**src/hdl/debug_uart_pkg.sv**
```systemverilog
// constants of the debug serial unit: register map, field layout, timing
// assumes a 100 MHz system clock and byte addressing on the register bus
package debug_uart_pkg;

   // ************************************************************
   // register offsets, byte addresses
   // ************************************************************
   localparam logic [7:0]  OFS_CTRL       = 8'h00;
   localparam logic [7:0]  OFS_MODE       = 8'h04;
   localparam logic [7:0]  OFS_IEN_SET    = 8'h08;
   localparam logic [7:0]  OFS_IEN_CLR    = 8'h0c;
   localparam logic [7:0]  OFS_IEN_VIEW   = 8'h10;
   localparam logic [7:0]  OFS_STATUS     = 8'h14;
   localparam logic [7:0]  OFS_RX_HOLD    = 8'h18;
   localparam logic [7:0]  OFS_TX_HOLD    = 8'h1c;

   // ************************************************************
   // control command bits
   // ************************************************************
   localparam int          CTRL_RX_RESET  = 2;
   localparam int          CTRL_TX_RESET  = 3;
   localparam int          CTRL_RX_ON     = 4;
   localparam int          CTRL_RX_OFF    = 5;
   localparam int          CTRL_TX_ON     = 6;
   localparam int          CTRL_TX_OFF    = 7;
   localparam int          CTRL_CLR_ERR   = 8;

   // ************************************************************
   // mode fields
   // ************************************************************
   localparam int          MODE_PAR_LSB   = 9;
   localparam int          MODE_CHM_LSB   = 14;
   localparam logic [31:0] MODE_MASK      = 32'h0000ce00;
   localparam logic [31:0] MODE_RESET     = 32'h00000000;
   localparam logic [2:0]  PAR_EVEN       = 3'h0;
   localparam logic [2:0]  PAR_ODD        = 3'h1;
   localparam logic [2:0]  PAR_SPACE      = 3'h2;
   localparam logic [2:0]  PAR_MARK       = 3'h3;
   localparam logic [1:0]  CH_NORMAL      = 2'h0;
   localparam logic [1:0]  CH_ECHO        = 2'h1;
   localparam logic [1:0]  CH_LOCAL_LOOP  = 2'h2;
   localparam logic [1:0]  CH_REMOTE_LOOP = 2'h3;

   // ************************************************************
   // status, enable and mask bit layout
   // ************************************************************
   localparam int          ST_DCC_RD      = 31;
   localparam int          ST_DCC_WR      = 30;
   localparam int          ST_RXBUF_FULL  = 12;
   localparam int          ST_TXBUF_EMPTY = 11;
   localparam int          ST_TX_IDLE     = 9;
   localparam int          ST_PAR_ERR     = 7;
   localparam int          ST_FRAME_ERR   = 6;
   localparam int          ST_OVR_ERR     = 5;
   localparam int          ST_TXDMA_DONE  = 4;
   localparam int          ST_RXDMA_DONE  = 3;
   localparam int          ST_TX_FREE     = 1;
   localparam int          ST_RX_AVAIL    = 0;
   localparam logic [31:0] IRQ_BITS       = 32'hc0001afb;
   localparam logic [31:0] MASK_RESET     = 32'h00000000;

   // ************************************************************
   // serial timing
   // ************************************************************
   localparam int          CLK_PERIOD_NS  = 10;
   localparam int          BIT_TIME_NS    = 160;
   localparam logic [7:0]  BIT_CYCLES     = 8'(BIT_TIME_NS / CLK_PERIOD_NS);
   localparam logic [7:0]  HALF_CYCLES    = 8'(BIT_TIME_NS / CLK_PERIOD_NS / 2);
   localparam logic [3:0]  TX_BITS_PAR    = 4'hb;
   localparam logic [3:0]  TX_BITS_NOPAR  = 4'ha;

   typedef enum logic [0:0] {RX_IDLE, RX_BUSY} rx_state_e;

endpackage

```
**src/hdl/debug_uart_regs.sv**
```systemverilog
// debug serial unit: register file, transmitter, receiver, test modes
// assumes an Avalon-MM master on clk and same-clock dma and debug signals
//
// Decided for this implementation: the register offsets and the Avalon-MM slave port.
`timescale 1ns/100ps
`default_nettype none
module debug_uart_regs (
   input  wire logic        clk,
   input  wire logic        nrst,
   input  wire logic        ce,
   input  wire logic [7:0]  address,
   input  wire logic        read,
   input  wire logic        write,
   input  wire logic [31:0] writedata,
   output logic      [31:0] readdata,
   output logic             waitrequest,
   input  wire logic        rxd,
   output logic             txd,
   input  wire logic        rxDmaEnd,
   input  wire logic        txDmaEnd,
   input  wire logic        rxDmaBufFull,
   input  wire logic        txDmaBufEmpty,
   input  wire logic        dccReadPending,
   input  wire logic        dccWritePending,
   output logic             irq
);

   // ************************************************************
   // declarations
   // ************************************************************
   logic                      ack;
   logic [31:0]               modeReg;
   logic [31:0]               maskReg;
   logic                      rxEn;
   logic                      txEn;
   logic                      rxMeta;
   logic                      rxSync2;
   logic                      rxSync3;
   logic                      rxLevel;
   logic                      rxAvail;
   logic [7:0]                rxHold;
   logic                      ovrErr;
   logic                      frameErr;
   logic                      parErr;
   logic                      holdFull;
   logic [7:0]                holdData;
   logic                      shiftBusy;
   logic [9:0]                txShift;
   logic [3:0]                txLeft;
   logic [7:0]                txTimer;
   logic                      txLine;
   debug_uart_pkg::rx_state_e rxState;
   logic [7:0]                rxTimer;
   logic [3:0]                rxIdx;
   logic [7:0]                rxData;
   logic                      rxParBit;

   // ************************************************************
   // bus decode
   // ************************************************************
   wire        busReq    = read | write;
   wire        wrDone    = write & ack;
   wire        rdDone    = read & ack;
   wire        wrCtrl    = wrDone & (address == debug_uart_pkg::OFS_CTRL);
   wire        wrMode    = wrDone & (address == debug_uart_pkg::OFS_MODE);
   wire        wrIenSet  = wrDone & (address == debug_uart_pkg::OFS_IEN_SET);
   wire        wrIenClr  = wrDone & (address == debug_uart_pkg::OFS_IEN_CLR);
   wire        wrTxHold  = wrDone & (address == debug_uart_pkg::OFS_TX_HOLD);
   wire        rdRxHold  = rdDone & (address == debug_uart_pkg::OFS_RX_HOLD);
   wire        cmdRxRst  = wrCtrl & writedata[debug_uart_pkg::CTRL_RX_RESET];
   wire        cmdTxRst  = wrCtrl & writedata[debug_uart_pkg::CTRL_TX_RESET];
   wire        cmdRxOn   = wrCtrl & writedata[debug_uart_pkg::CTRL_RX_ON];
   wire        cmdRxOff  = wrCtrl & writedata[debug_uart_pkg::CTRL_RX_OFF];
   wire        cmdTxOn   = wrCtrl & writedata[debug_uart_pkg::CTRL_TX_ON];
   wire        cmdTxOff  = wrCtrl & writedata[debug_uart_pkg::CTRL_TX_OFF];
   wire        cmdClrErr = wrCtrl & writedata[debug_uart_pkg::CTRL_CLR_ERR];
   wire [2:0]  parType  = modeReg[debug_uart_pkg::MODE_PAR_LSB +: 3];
   wire [1:0]  channel_mode_sel   = modeReg[debug_uart_pkg::MODE_CHM_LSB +: 2];
   wire        parOn    = ~parType[2];
   wire        modeLoc  = channel_mode_sel == debug_uart_pkg::CH_LOCAL_LOOP;
   wire        modeRem  = channel_mode_sel == debug_uart_pkg::CH_REMOTE_LOOP;
   wire        rxIn     = modeLoc ? txLine : rxLevel;
   wire        rxActive = rxEn & ~modeRem;
   wire        txActive = txEn & ~modeRem;

   // ************************************************************
   // status word
   // ************************************************************
   wire        txFree   = txEn & ~holdFull;
   wire        txIdle   = txEn & ~holdFull & ~shiftBusy;
   logic [31:0] statusWord;
   always_comb begin
      statusWord = 32'h00000000;
      statusWord[debug_uart_pkg::ST_DCC_RD]      = dccReadPending;
      statusWord[debug_uart_pkg::ST_DCC_WR]      = dccWritePending;
      statusWord[debug_uart_pkg::ST_RXBUF_FULL]  = rxDmaBufFull;
      statusWord[debug_uart_pkg::ST_TXBUF_EMPTY] = txDmaBufEmpty;
      statusWord[debug_uart_pkg::ST_TX_IDLE]     = txIdle;
      statusWord[debug_uart_pkg::ST_PAR_ERR]     = parErr;
      statusWord[debug_uart_pkg::ST_FRAME_ERR]   = frameErr;
      statusWord[debug_uart_pkg::ST_OVR_ERR]     = ovrErr;
      statusWord[debug_uart_pkg::ST_TXDMA_DONE]  = txDmaEnd;
      statusWord[debug_uart_pkg::ST_RXDMA_DONE]  = rxDmaEnd;
      statusWord[debug_uart_pkg::ST_TX_FREE]     = txFree;
      statusWord[debug_uart_pkg::ST_RX_AVAIL]    = rxAvail;
   end
   assign irq = |(statusWord & maskReg);

   // ************************************************************
   // read mux
   // ************************************************************
   logic [31:0] rdMux;
   always_comb begin
      unique case (address)
         debug_uart_pkg::OFS_MODE:     rdMux = modeReg;
         debug_uart_pkg::OFS_IEN_VIEW: rdMux = maskReg;
         debug_uart_pkg::OFS_STATUS:   rdMux = statusWord;
         debug_uart_pkg::OFS_RX_HOLD:  rdMux = {24'h000000, rxHold};
         default:                      rdMux = 32'h00000000;
      endcase
   end

   // ************************************************************
   // avalon slave: one wait cycle per access
   // ************************************************************
   assign waitrequest = busReq & ~ack;
   always_ff @(posedge clk or negedge nrst) begin
      if (!nrst) begin
         ack      <= 1'b0;
         readdata <= 32'h00000000;
      end else if (ce) begin
         ack <= busReq & ~ack;
         if (read & ~ack) begin
            readdata <= rdMux;
         end
      end
   end

   // ************************************************************
   // mode, mask, enables
   // ************************************************************
   always_ff @(posedge clk or negedge nrst) begin
      if (!nrst) begin
         modeReg <= debug_uart_pkg::MODE_RESET;
         maskReg <= debug_uart_pkg::MASK_RESET;
         rxEn    <= 1'b0;
         txEn    <= 1'b0;
      end else if (ce) begin
         if (wrMode) begin
            modeReg <= writedata & debug_uart_pkg::MODE_MASK;
         end
         if (wrIenSet) begin
            maskReg <= maskReg | (writedata & debug_uart_pkg::IRQ_BITS);
         end else if (wrIenClr) begin
            maskReg <= maskReg & ~(writedata & debug_uart_pkg::IRQ_BITS);
         end
         if (cmdRxRst | cmdRxOff) begin
            rxEn <= 1'b0;
         end else if (cmdRxOn) begin
            rxEn <= 1'b1;
         end
         if (cmdTxRst | cmdTxOff) begin
            txEn <= 1'b0;
         end else if (cmdTxOn) begin
            txEn <= 1'b1;
         end
      end
   end

   // ************************************************************
   // receive pin synchroniser and filter
   // ************************************************************
   always_ff @(posedge clk or negedge nrst) begin
      if (!nrst) begin
         rxMeta  <= 1'b1;
         rxSync2 <= 1'b1;
         rxSync3 <= 1'b1;
         rxLevel <= 1'b1;
      end else if (ce) begin
         rxMeta  <= rxd;
         rxSync2 <= rxMeta;
         rxSync3 <= rxSync2;
         if (rxSync2 == rxSync3) begin
            rxLevel <= rxSync3;
         end
      end
   end

   // ************************************************************
   // pin multiplexing per channel mode
   // ************************************************************
   always_ff @(posedge clk or negedge nrst) begin
      if (!nrst) begin
         txd <= 1'b1;
      end else if (ce) begin
         unique case (channel_mode_sel)
            debug_uart_pkg::CH_NORMAL:      txd <= txLine;
            debug_uart_pkg::CH_ECHO:        txd <= rxLevel;
            debug_uart_pkg::CH_LOCAL_LOOP:  txd <= 1'b1;
            debug_uart_pkg::CH_REMOTE_LOOP: txd <= rxLevel;
         endcase
      end
   end

   // ************************************************************
   // transmitter
   // ************************************************************
   wire        txBitEnd = shiftBusy &
                          (txTimer == debug_uart_pkg::BIT_CYCLES - 8'h01);
   wire        txLast   = txBitEnd & (txLeft == 4'h1);
   wire        txLoad   = txActive & holdFull & (~shiftBusy | txLast);
   wire        txPar    = ~parOn | (parType[1] ? parType[0]
                                               : ^holdData ^ parType[0]);
   always_ff @(posedge clk or negedge nrst) begin
      if (!nrst) begin
         holdFull  <= 1'b0;
         holdData  <= 8'h00;
         shiftBusy <= 1'b0;
         txShift   <= 10'h3ff;
         txLeft    <= 4'h0;
         txTimer   <= 8'h00;
         txLine    <= 1'b1;
      end else if (ce) begin
         if (cmdTxRst) begin
            holdFull  <= 1'b0;
            shiftBusy <= 1'b0;
            txLine    <= 1'b1;
         end else begin
            if (wrTxHold) begin
               holdFull <= 1'b1;
               holdData <= writedata[7:0];
            end else if (txLoad) begin
               holdFull <= 1'b0;
            end
            if (txLoad) begin
               shiftBusy <= 1'b1;
               txLine    <= 1'b0;
               txTimer   <= 8'h00;
               txShift   <= {1'b1, txPar, holdData};
               txLeft    <= parOn ? debug_uart_pkg::TX_BITS_PAR
                                  : debug_uart_pkg::TX_BITS_NOPAR;
            end else if (txLast) begin
               shiftBusy <= 1'b0;
               txLine    <= 1'b1;
            end else if (txBitEnd) begin
               txTimer <= 8'h00;
               txLine  <= txShift[0];
               txShift <= {1'b1, txShift[9:1]};
               txLeft  <= txLeft - 4'h1;
            end else if (shiftBusy) begin
               txTimer <= txTimer + 8'h01;
            end
         end
      end
   end
   // ************************************************************
   // receiver
   // ************************************************************
   wire [7:0]  rxTarget = (rxIdx == 4'h0) ? debug_uart_pkg::HALF_CYCLES - 8'h01
                                          : debug_uart_pkg::BIT_CYCLES - 8'h01;
   wire        rxHit    = (rxState == debug_uart_pkg::RX_BUSY) &
                          (rxTimer == rxTarget);
   wire [3:0]  rxStopAt = parOn ? 4'ha : 4'h9;
   wire        rxFinish = rxActive & rxHit & (rxIdx == rxStopAt);
   wire        rxExpPar = parType[1] ? parType[0] : ^rxData ^ parType[0];
   wire        rxBadPar = parOn & (rxParBit != rxExpPar);
   always_ff @(posedge clk or negedge nrst) begin
      if (!nrst) begin
         rxState  <= debug_uart_pkg::RX_IDLE;
         rxTimer  <= 8'h00;
         rxIdx    <= 4'h0;
         rxData   <= 8'h00;
         rxParBit <= 1'b0;
      end else if (ce) begin
         if (!rxActive) begin
            rxState <= debug_uart_pkg::RX_IDLE;
         end else begin
            unique case (rxState)
               debug_uart_pkg::RX_IDLE: begin
                  rxTimer <= 8'h00;
                  rxIdx   <= 4'h0;
                  if (!rxIn) begin
                     rxState <= debug_uart_pkg::RX_BUSY;
                  end
               end
               debug_uart_pkg::RX_BUSY: begin
                  if (!rxHit) begin
                     rxTimer <= rxTimer + 8'h01;
                  end else begin
                     rxTimer <= 8'h00;
                     rxIdx   <= rxIdx + 4'h1;
                     if (rxIdx == 4'h0 && rxIn) begin
                        rxState <= debug_uart_pkg::RX_IDLE;
                     end else if (rxIdx == rxStopAt) begin
                        rxState <= debug_uart_pkg::RX_IDLE;
                     end else if (rxIdx == 4'h9) begin
                        rxParBit <= rxIn;
                     end else if (rxIdx != 4'h0) begin
                        rxData <= {rxIn, rxData[7:1]};
                     end
                  end
               end
            endcase
         end
      end
   end

   // ************************************************************
   // receive flags and holding register
   // ************************************************************
   always_ff @(posedge clk or negedge nrst) begin
      if (!nrst) begin
         rxAvail  <= 1'b0;
         rxHold   <= 8'h00;
         ovrErr   <= 1'b0;
         frameErr <= 1'b0;
         parErr   <= 1'b0;
      end else if (ce) begin
         if (rxFinish) begin
            rxAvail <= 1'b1;
            rxHold  <= rxData;
         end else if (rdRxHold | ~rxEn) begin
            rxAvail <= 1'b0;
         end
         // set wins over the clear command in the same cycle
         if (rxFinish & rxAvail & ~rdRxHold) begin
            ovrErr <= 1'b1;
         end else if (cmdClrErr) begin
            ovrErr <= 1'b0;
         end
         if (rxFinish & ~rxIn) begin
            frameErr <= 1'b1;
         end else if (cmdClrErr) begin
            frameErr <= 1'b0;
         end
         if (rxFinish & rxBadPar) begin
            parErr <= 1'b1;
         end else if (cmdClrErr) begin
            parErr <= 1'b0;
         end
      end
   end
endmodule
`default_nettype wire

```
**config.mk**
```make
export PLATFORM = sky130hd
export DESIGN_NAME = debug_uart_regs
export DESIGN_NICKNAME = d
export VERILOG_FILES = /design/src/hdl/debug_uart_pkg.sv /design/src/hdl/debug_uart_regs.sv
export SDC_FILE = /design/constraint.sdc
export NUM_CORES = 1
export LEC_CHECK = 0
export BUFFER_PORTS_ARGS = -buffer_cell sky130_fd_sc_hd__buf_2
export CORE_MARGIN = 2
export CORE_UTILIZATION = 50
export DETAILED_ROUTE_END_ITERATION = 8
export PLACE_DENSITY = 0.87
export SLEW_MARGIN = 5
export SYNTH_ARGS = -nofsm -noshare
export SYNTH_HDL_FRONTEND = slang
export SYNTH_SLANG_ARGS = --single-unit
```
**constraint.sdc**
```tcl
create_clock -name clk -period 2.5 [get_ports clk]
set_clock_uncertainty 0.2 [all_clocks]
set_input_delay 0.25 -clock clk [delete_from_list [all_inputs] [get_ports clk]]
set_output_delay 0.25 -clock clk [all_outputs]
set_load 0.005 [all_outputs]
```
==> metrics, run 1 <==
final instance area 6486 um^2; die extent in x 108.8 um; initial antenna violation count 0; Vias about 4,600; global route overflow 0; Power per Cell Area 512.0 nW/um^2; I/O Pins 87; HP Class primary input to register; met1 usage a little under a third; Detail Placement HPWL slightly below 10,000 um; Worst EP arrival 2.54 ns; DP Cell Count 756; final setup vio count 0; CP peak stage delay 0.41 ns; FP Rows 38; IO Port Bufs 55; largest net degree at the start of global routing between 70 and 80; total global-route track usage 24.34%; Synthesis Warnings 0; syn_area_per_cell 9.917 um^2; number of synthesized register bits 107; core area 10,790 um^2; post-synth top area share 41.90%; main area contributors after synthesis dfrtp_1, dfstp_2, nand2_1; register area share after synthesis about half; final core utilization 60.10%; period utilization 99.10%; Worst Path Required roughly 2.6 ns; CTS max path bufs 2; Synth-to-Final Area Change 18.06%; H-tree depth 3; main flop type after synthesis dfrtp_1; layout cells sized above 1 25.87%; Clk Latency, worst-skew pair approximately 0.38 ns; Die ar. 11,840 um^2; FFs w/ async S/R, synth 100.0%; Peak supply drop 0.0004806 V; Critical path buffers and inverters 1; most common library cell in the layout ignoring fill and taps dfrtp_1; Placed Area 6021 um^2; EDFF count, synth 0; Fin. Hold Viols 0; Clock Pin Slew Worst Setup and Hold Paths 0.09 ns; via/cell ratio 5.695; Leak 3.037 nW; CP max-delay cell or3b_4; Max Cap Viol 0; first-pass GRT wire length between 20,000 and 25,000 um; Tmin final roughly 2.5 ns; Synth area leader dfrtp_1; Distinct cells, synth 57; vias in the first global route 4,649; CTS tree built; Max Slew Vio Count 0; CP cell instances inv_2 > ha_4 > or3b_4 > xnor2_4 > nand2_4 > or3_4 > nor2_8 > mux2_4; Inserted Diodes 0; CP max FO 8; critical path class register to register; non-filler cells, final 801; busiest grt layer met2; family with the most delay on the worst path simple AND/OR/NAND/NOR gates; GR Layer Usage met2 39.42%; Chip Height ~110 um; Antenna Nets Post-Route 0; cts bufs inserted 9; CTS root buf clkbuf_8; status finished, final reports clean; Post-Synthesis Cells 554; starting density of the core 50.90%; gpl congestion 0.8780; Remaining DRCs 0; CP Capture Type register; WL final about 13,000 um; most frequent cells in the layout dfrtp_1, nand2_1, buf_2, o21ai_0, nor2_1; Worst setup SP type register; fmax between 400 and 500 MHz; RSZ-0062 raised after global routing true; DR pass1 iterations 5; met3 global-route usage roughly 6.0%; number of fill cells around 870; clock sink count 107; Hold WS 0.009051 ns; nets around 720; Routed WL per cell 16.65 um; initial DRC count 352; mapped cell area 5494 um^2
-- area by class of cell --
| class | count | area, um^2 | share of cell area (%) |
|---|---|---|---|
| clock buffers | 15 | 166.4 | 2.566 |
| clock inverters | 1 | 8.758 | 0.1350 |
| inverters | 13 | 48.80 | 0.7523 |
| multi-input cells | 415 | 2636 | 40.64 |
| flip-flops and latches | 107 | 2698 | 41.59 |
| well taps | 140 | 175.2 | 2.701 |
| repair buffers | 110 | 753.2 | 11.61 |
-- path summary, 6_finish.rpt --
kind	startpoint	end	slack (ns)	cells past startpoint
max	rxIdx[0]$_DFFE_PN0P_	rxData[3]$_DFFE_PN0P_	0.02	8
min	rxDmaBufFull	readdata[12]$_DFFE_PN0P_	0.009	3
max reg2reg	rxIdx[0]$_DFFE_PN0P_	rxData[3]$_DFFE_PN0P_	0.02	8
min reg2reg	txShift[8]$_DFFE_PN1P_	txShift[7]$_DFFE_PN1P_	0.27	2
max in group asynchronous	nrst	txShift[1]$_DFFE_PN1P_	1.18	3
min in group asynchronous	nrst	rxData[0]$_DFFE_PN0P_	0.14	2
-- power breakdown --
part / switching (W) / total, W / internal, W
clock: 0.000552 / 0.000974 / 0.000422
combinational: 0.000240 / 0.000443 / 0.000203
sequential: 0.0000743 / 0.00190 / 0.00183
-- stage by stage --
step                      setup TNS, ns  setup slack, ns  total power (W)
final                                 0          0.02260         0.003321
after global routing            -0.5062         -0.06847         0.003493
after CTS                             0         0.007886         0.003330
after detailed placement        -0.3997         -0.05684         0.002316
after global placement                0          0.02871         0.002284
after floorplan                -0.09294         -0.01162         0.002156
-- worst reg2reg max path: cells and delay by family, from the launching register on --
| family | cells | cell delay, ns |
|---|---|---|
| DFF | 1 | 0.39 |
| and+or+nand+nor | 4 | 1.04 |
| muxes | 1 | 0.32 |
| xor gates and xnor gates | 1 | 0.20 |
| adders and majority gates | 1 | 0.13 |
| buffers and inverters | 1 | 0.09 |
-- logic make-up (layout without fill, tap and decap cells) --
logic type / after synthesis / count (layout) / share of synthesized area, %
simple gates: 197 / 197 / 17.85
compound gates: 133 / 133 / 14.58
flops: 107 / 107 / 49.08
buf+inv: 47 / 139 / 4.350
mux: 40 / 40 / 8.631
xor+xnor: 22 / 22 / 3.849
fa+ha+maj: 7 / 7 / 1.594
other cells: 1 / 16 / 0.06826
-- cells in the mapped netlist (all sizes together), types with 5 or more instances --
cell type	number
dfrtp	92
nand2	84
o21ai	47
nor2	44
a21oi	38
mux2	35
buf	18
a22oi	17
clkbuf	16
dfstp	15
xnor2	14
inv	13
nand3	13
and3	9
o31ai	9
nand4	8
xor2	8
ha	7
nand2b	7
and2	6
a31oi	5
mux2i	5
nor3	5
or3	5
-- metal layers --
layer  up-vias  share of wire [%]
li1       2124                  -
met1      2220                 43
met2       175                 48
met3        43                6.1
met4         0                3.7
met5         -                  0
-- what timing repair did --
item / in CTS / in global routing
buffers inserted: 5 / 4
gates resized for setup: 3 / 3
endpoints found under the hold margin: 57 / 0
pin swaps: 2 / 2
endpoints found under the setup margin: 9 / 11
hold buffers: 20 / 0
(Power assumes the default switching activity.)
==> run 2, diff against run 1 <==
--- a/config.mk
+++ b/config.mk
@@ -6,10 +6,11 @@
 export NUM_CORES = 1
 export LEC_CHECK = 0
 export BUFFER_PORTS_ARGS = -buffer_cell sky130_fd_sc_hd__buf_2
+export CAP_MARGIN = 10
 export CORE_MARGIN = 2
-export CORE_UTILIZATION = 50
+export CORE_UTILIZATION = 51
 export DETAILED_ROUTE_END_ITERATION = 8
-export PLACE_DENSITY = 0.87
+export PLACE_DENSITY = 0.88
 export SLEW_MARGIN = 5
 export SYNTH_ARGS = -nofsm -noshare
 export SYNTH_HDL_FRONTEND = slang
==> run 2 against run 1 <==
Compared with the run above: critical path depth stayed put; global-route usage is 0.69 points lower; maximum frequency is 0.84% lower; via count is 1.0% higher; power is 0.19% higher; worst hold slack better by 0.010 ns; sequential share of layout area is 0.099 points lower; count of clock-buffer cells in the layout is 5 lower; clock power is 0.9% higher; flip-flop and latch count stayed put; register-to-register slack worse by 0.02 ns; largest cell class unchanged; largest power group unchanged.
==> metrics, run 2 (synthesis results as in run 1) <==
status finished, final reports clean; CTS tree built; RSZ-0062 raised after global routing true; Worst setup SP type register; initial DRC count 330; most frequent cells in the layout dfrtp_1, nand2_1, buf_2, o21ai_0, nor2_1; vias in the first global route 4,574; Die ar. around 12,000 um^2; global route overflow 0; total global-route track usage 23.65%; CP peak stage delay 0.41 ns; Clk Latency, worst-skew pair approximately 0.37 ns; Chip Height 107.8 um; Hold WS 0.01927 ns; Clock Pin Slew Worst Setup and Hold Paths 0.11 ns; Inserted Diodes 0; Critical path buffers and inverters 1; H-tree depth 3; period utilization 99.93%; I/O Pins 87; Multi-input gate area 2638 um^2; family with the most delay on the worst path simple AND/OR/NAND/NOR gates; most common library cell in the layout ignoring fill and taps dfrtp_1; fmax 400.3 MHz; Antenna Nets Post-Route 0; die extent in x 107.8 um; Peak supply drop 0.0003165 V; Power per Cell Area 512.0 nW/um^2; Max Slew Vio Count 0; relative slew slack 64.48%; CP cell instances inv_2 > ha_4 > or3b_4 > xnor2_4 > nand2_4 > or3_4 > nor2_8 > mux2_4; Placed Area roughly 6000 um^2; final instance area around 6500 um^2; largest net degree at the start of global routing 41; gpl congestion 0.8828; CTS max path bufs 2; Detail Placement HPWL 9613 um; DR pass1 iterations 5; CP Capture Type register; final setup vio count 0; Routed WL per cell 16.47 um; Worst EP arrival approximately 2.6 ns; Fin. Hold Viols 0; FP Rows 37; HP Class primary input to register; IO Port Bufs 55; Vias 4,609; Leak 3.037 nW; Tot Pwr 0.003327 W; via/cell ratio 5.783; critical path class register to register; nets 715; Worst Path Required about 2.6 ns; clock sink count 107; WL final 13,130 um; area occupied by registers 2696 um^2; number of fill cells 824; reg2reg setup slack 0.002 ns; CTS root buf clkbuf_8; initial antenna violation count 0; Max Cap Viol 0; Tmin final ~2.5 ns; first-pass GRT wire length 21,650 um; Slew @ Worst Pin 0.5328 ns; CP max FO 8; core area 10,370 um^2; starting density of the core 52.98%; Remaining DRCs 0; cts bufs inserted 9; Synth-to-Final Area Change 18.29%; layout cells sized above 1 a little over a quarter; CP max-delay cell or3b_4
-- run 2: path summary, 6_finish.rpt --
path / start / to / cells past startpoint
min reg2reg: txShift[7]$_DFFE_PN1P_ / txShift[6]$_DFFE_PN1P_ / 2
max reg2reg: rxIdx[0]$_DFFE_PN0P_ / rxData[5]$_DFFE_PN0P_ / 8
min in group asynchronous: nrst / rxTimer[6]$_DFFE_PN0P_ / 2
min: dccWritePending / readdata[30]$_DFFE_PN0P_ / 3
max in group asynchronous: nrst / txShift[2]$_DFFE_PN1P_ / 3
max: rxIdx[0]$_DFFE_PN0P_ / rxData[5]$_DFFE_PN0P_ / 8
-- run 2: report_power, final --
part	internal [W]	total (W)	switching, W
clock	0.000374	0.000983	0.000609
sequential	0.00183	0.00190	0.0000731
combinational	0.000203	0.000441	0.000239
total	0.00241	0.00333	0.000921
-- run 2: cell type report --
| class | instances | area share (%) |
|---|---|---|
| well taps | 136 | 2.618 |
| clock buffers | 10 | 1.964 |
| repair buffers | 110 | 11.82 |
| flip-flops and latches | 107 | 41.49 |
| inverters | 13 | 0.7509 |
| clock inverters | 6 | 0.7701 |
| multi-input cells | 415 | 40.59 |
-- run 2: per-stage QoR --
step                setup slack [ns]  std cells  utilization [%]  setup TNS (ns)
global route                -0.08093        797            62.67         -0.6157
detailed placement          -0.01202        756            58.42        -0.03145
floorplan                   -0.01162        569                -        -0.09294
global placement             0.04158        756            58.42               0
finish                      0.001725        797            62.67               0
CTS                        -0.007203        795            62.43        -0.01228
-- run 2: worst register-to-register path, delay by kind of cell (launching register included) --
kind	cells	cell delay [ns]
AND/OR/NAND/NOR	4	1.05
XOR/XNOR	1	0.19
buffers and inverters	1	0.09
flip-flops	1	0.40
adder cells (fa/ha/maj)	1	0.13
multiplexers	1	0.33
-- run 2: per-layer routing --
layer	part of all wire, %	GRT usage, %	vias up
li1	-	-	2129
met1	42	30.52	2258
met2	49	40.79	190
met3	6.6	4.419	32
met4	2.2	6.502	0
met5	0	0	-
-- run 2: repair_timing --
item                                    CTS  global route
resized for setup                         3             2
endpoints found under the hold margin   122             0
buffers inserted                          2             2
pin swaps                                 2             1
hold buffers                             21             0
endpoints found under the setup margin    8            21
cloned                                    0             0
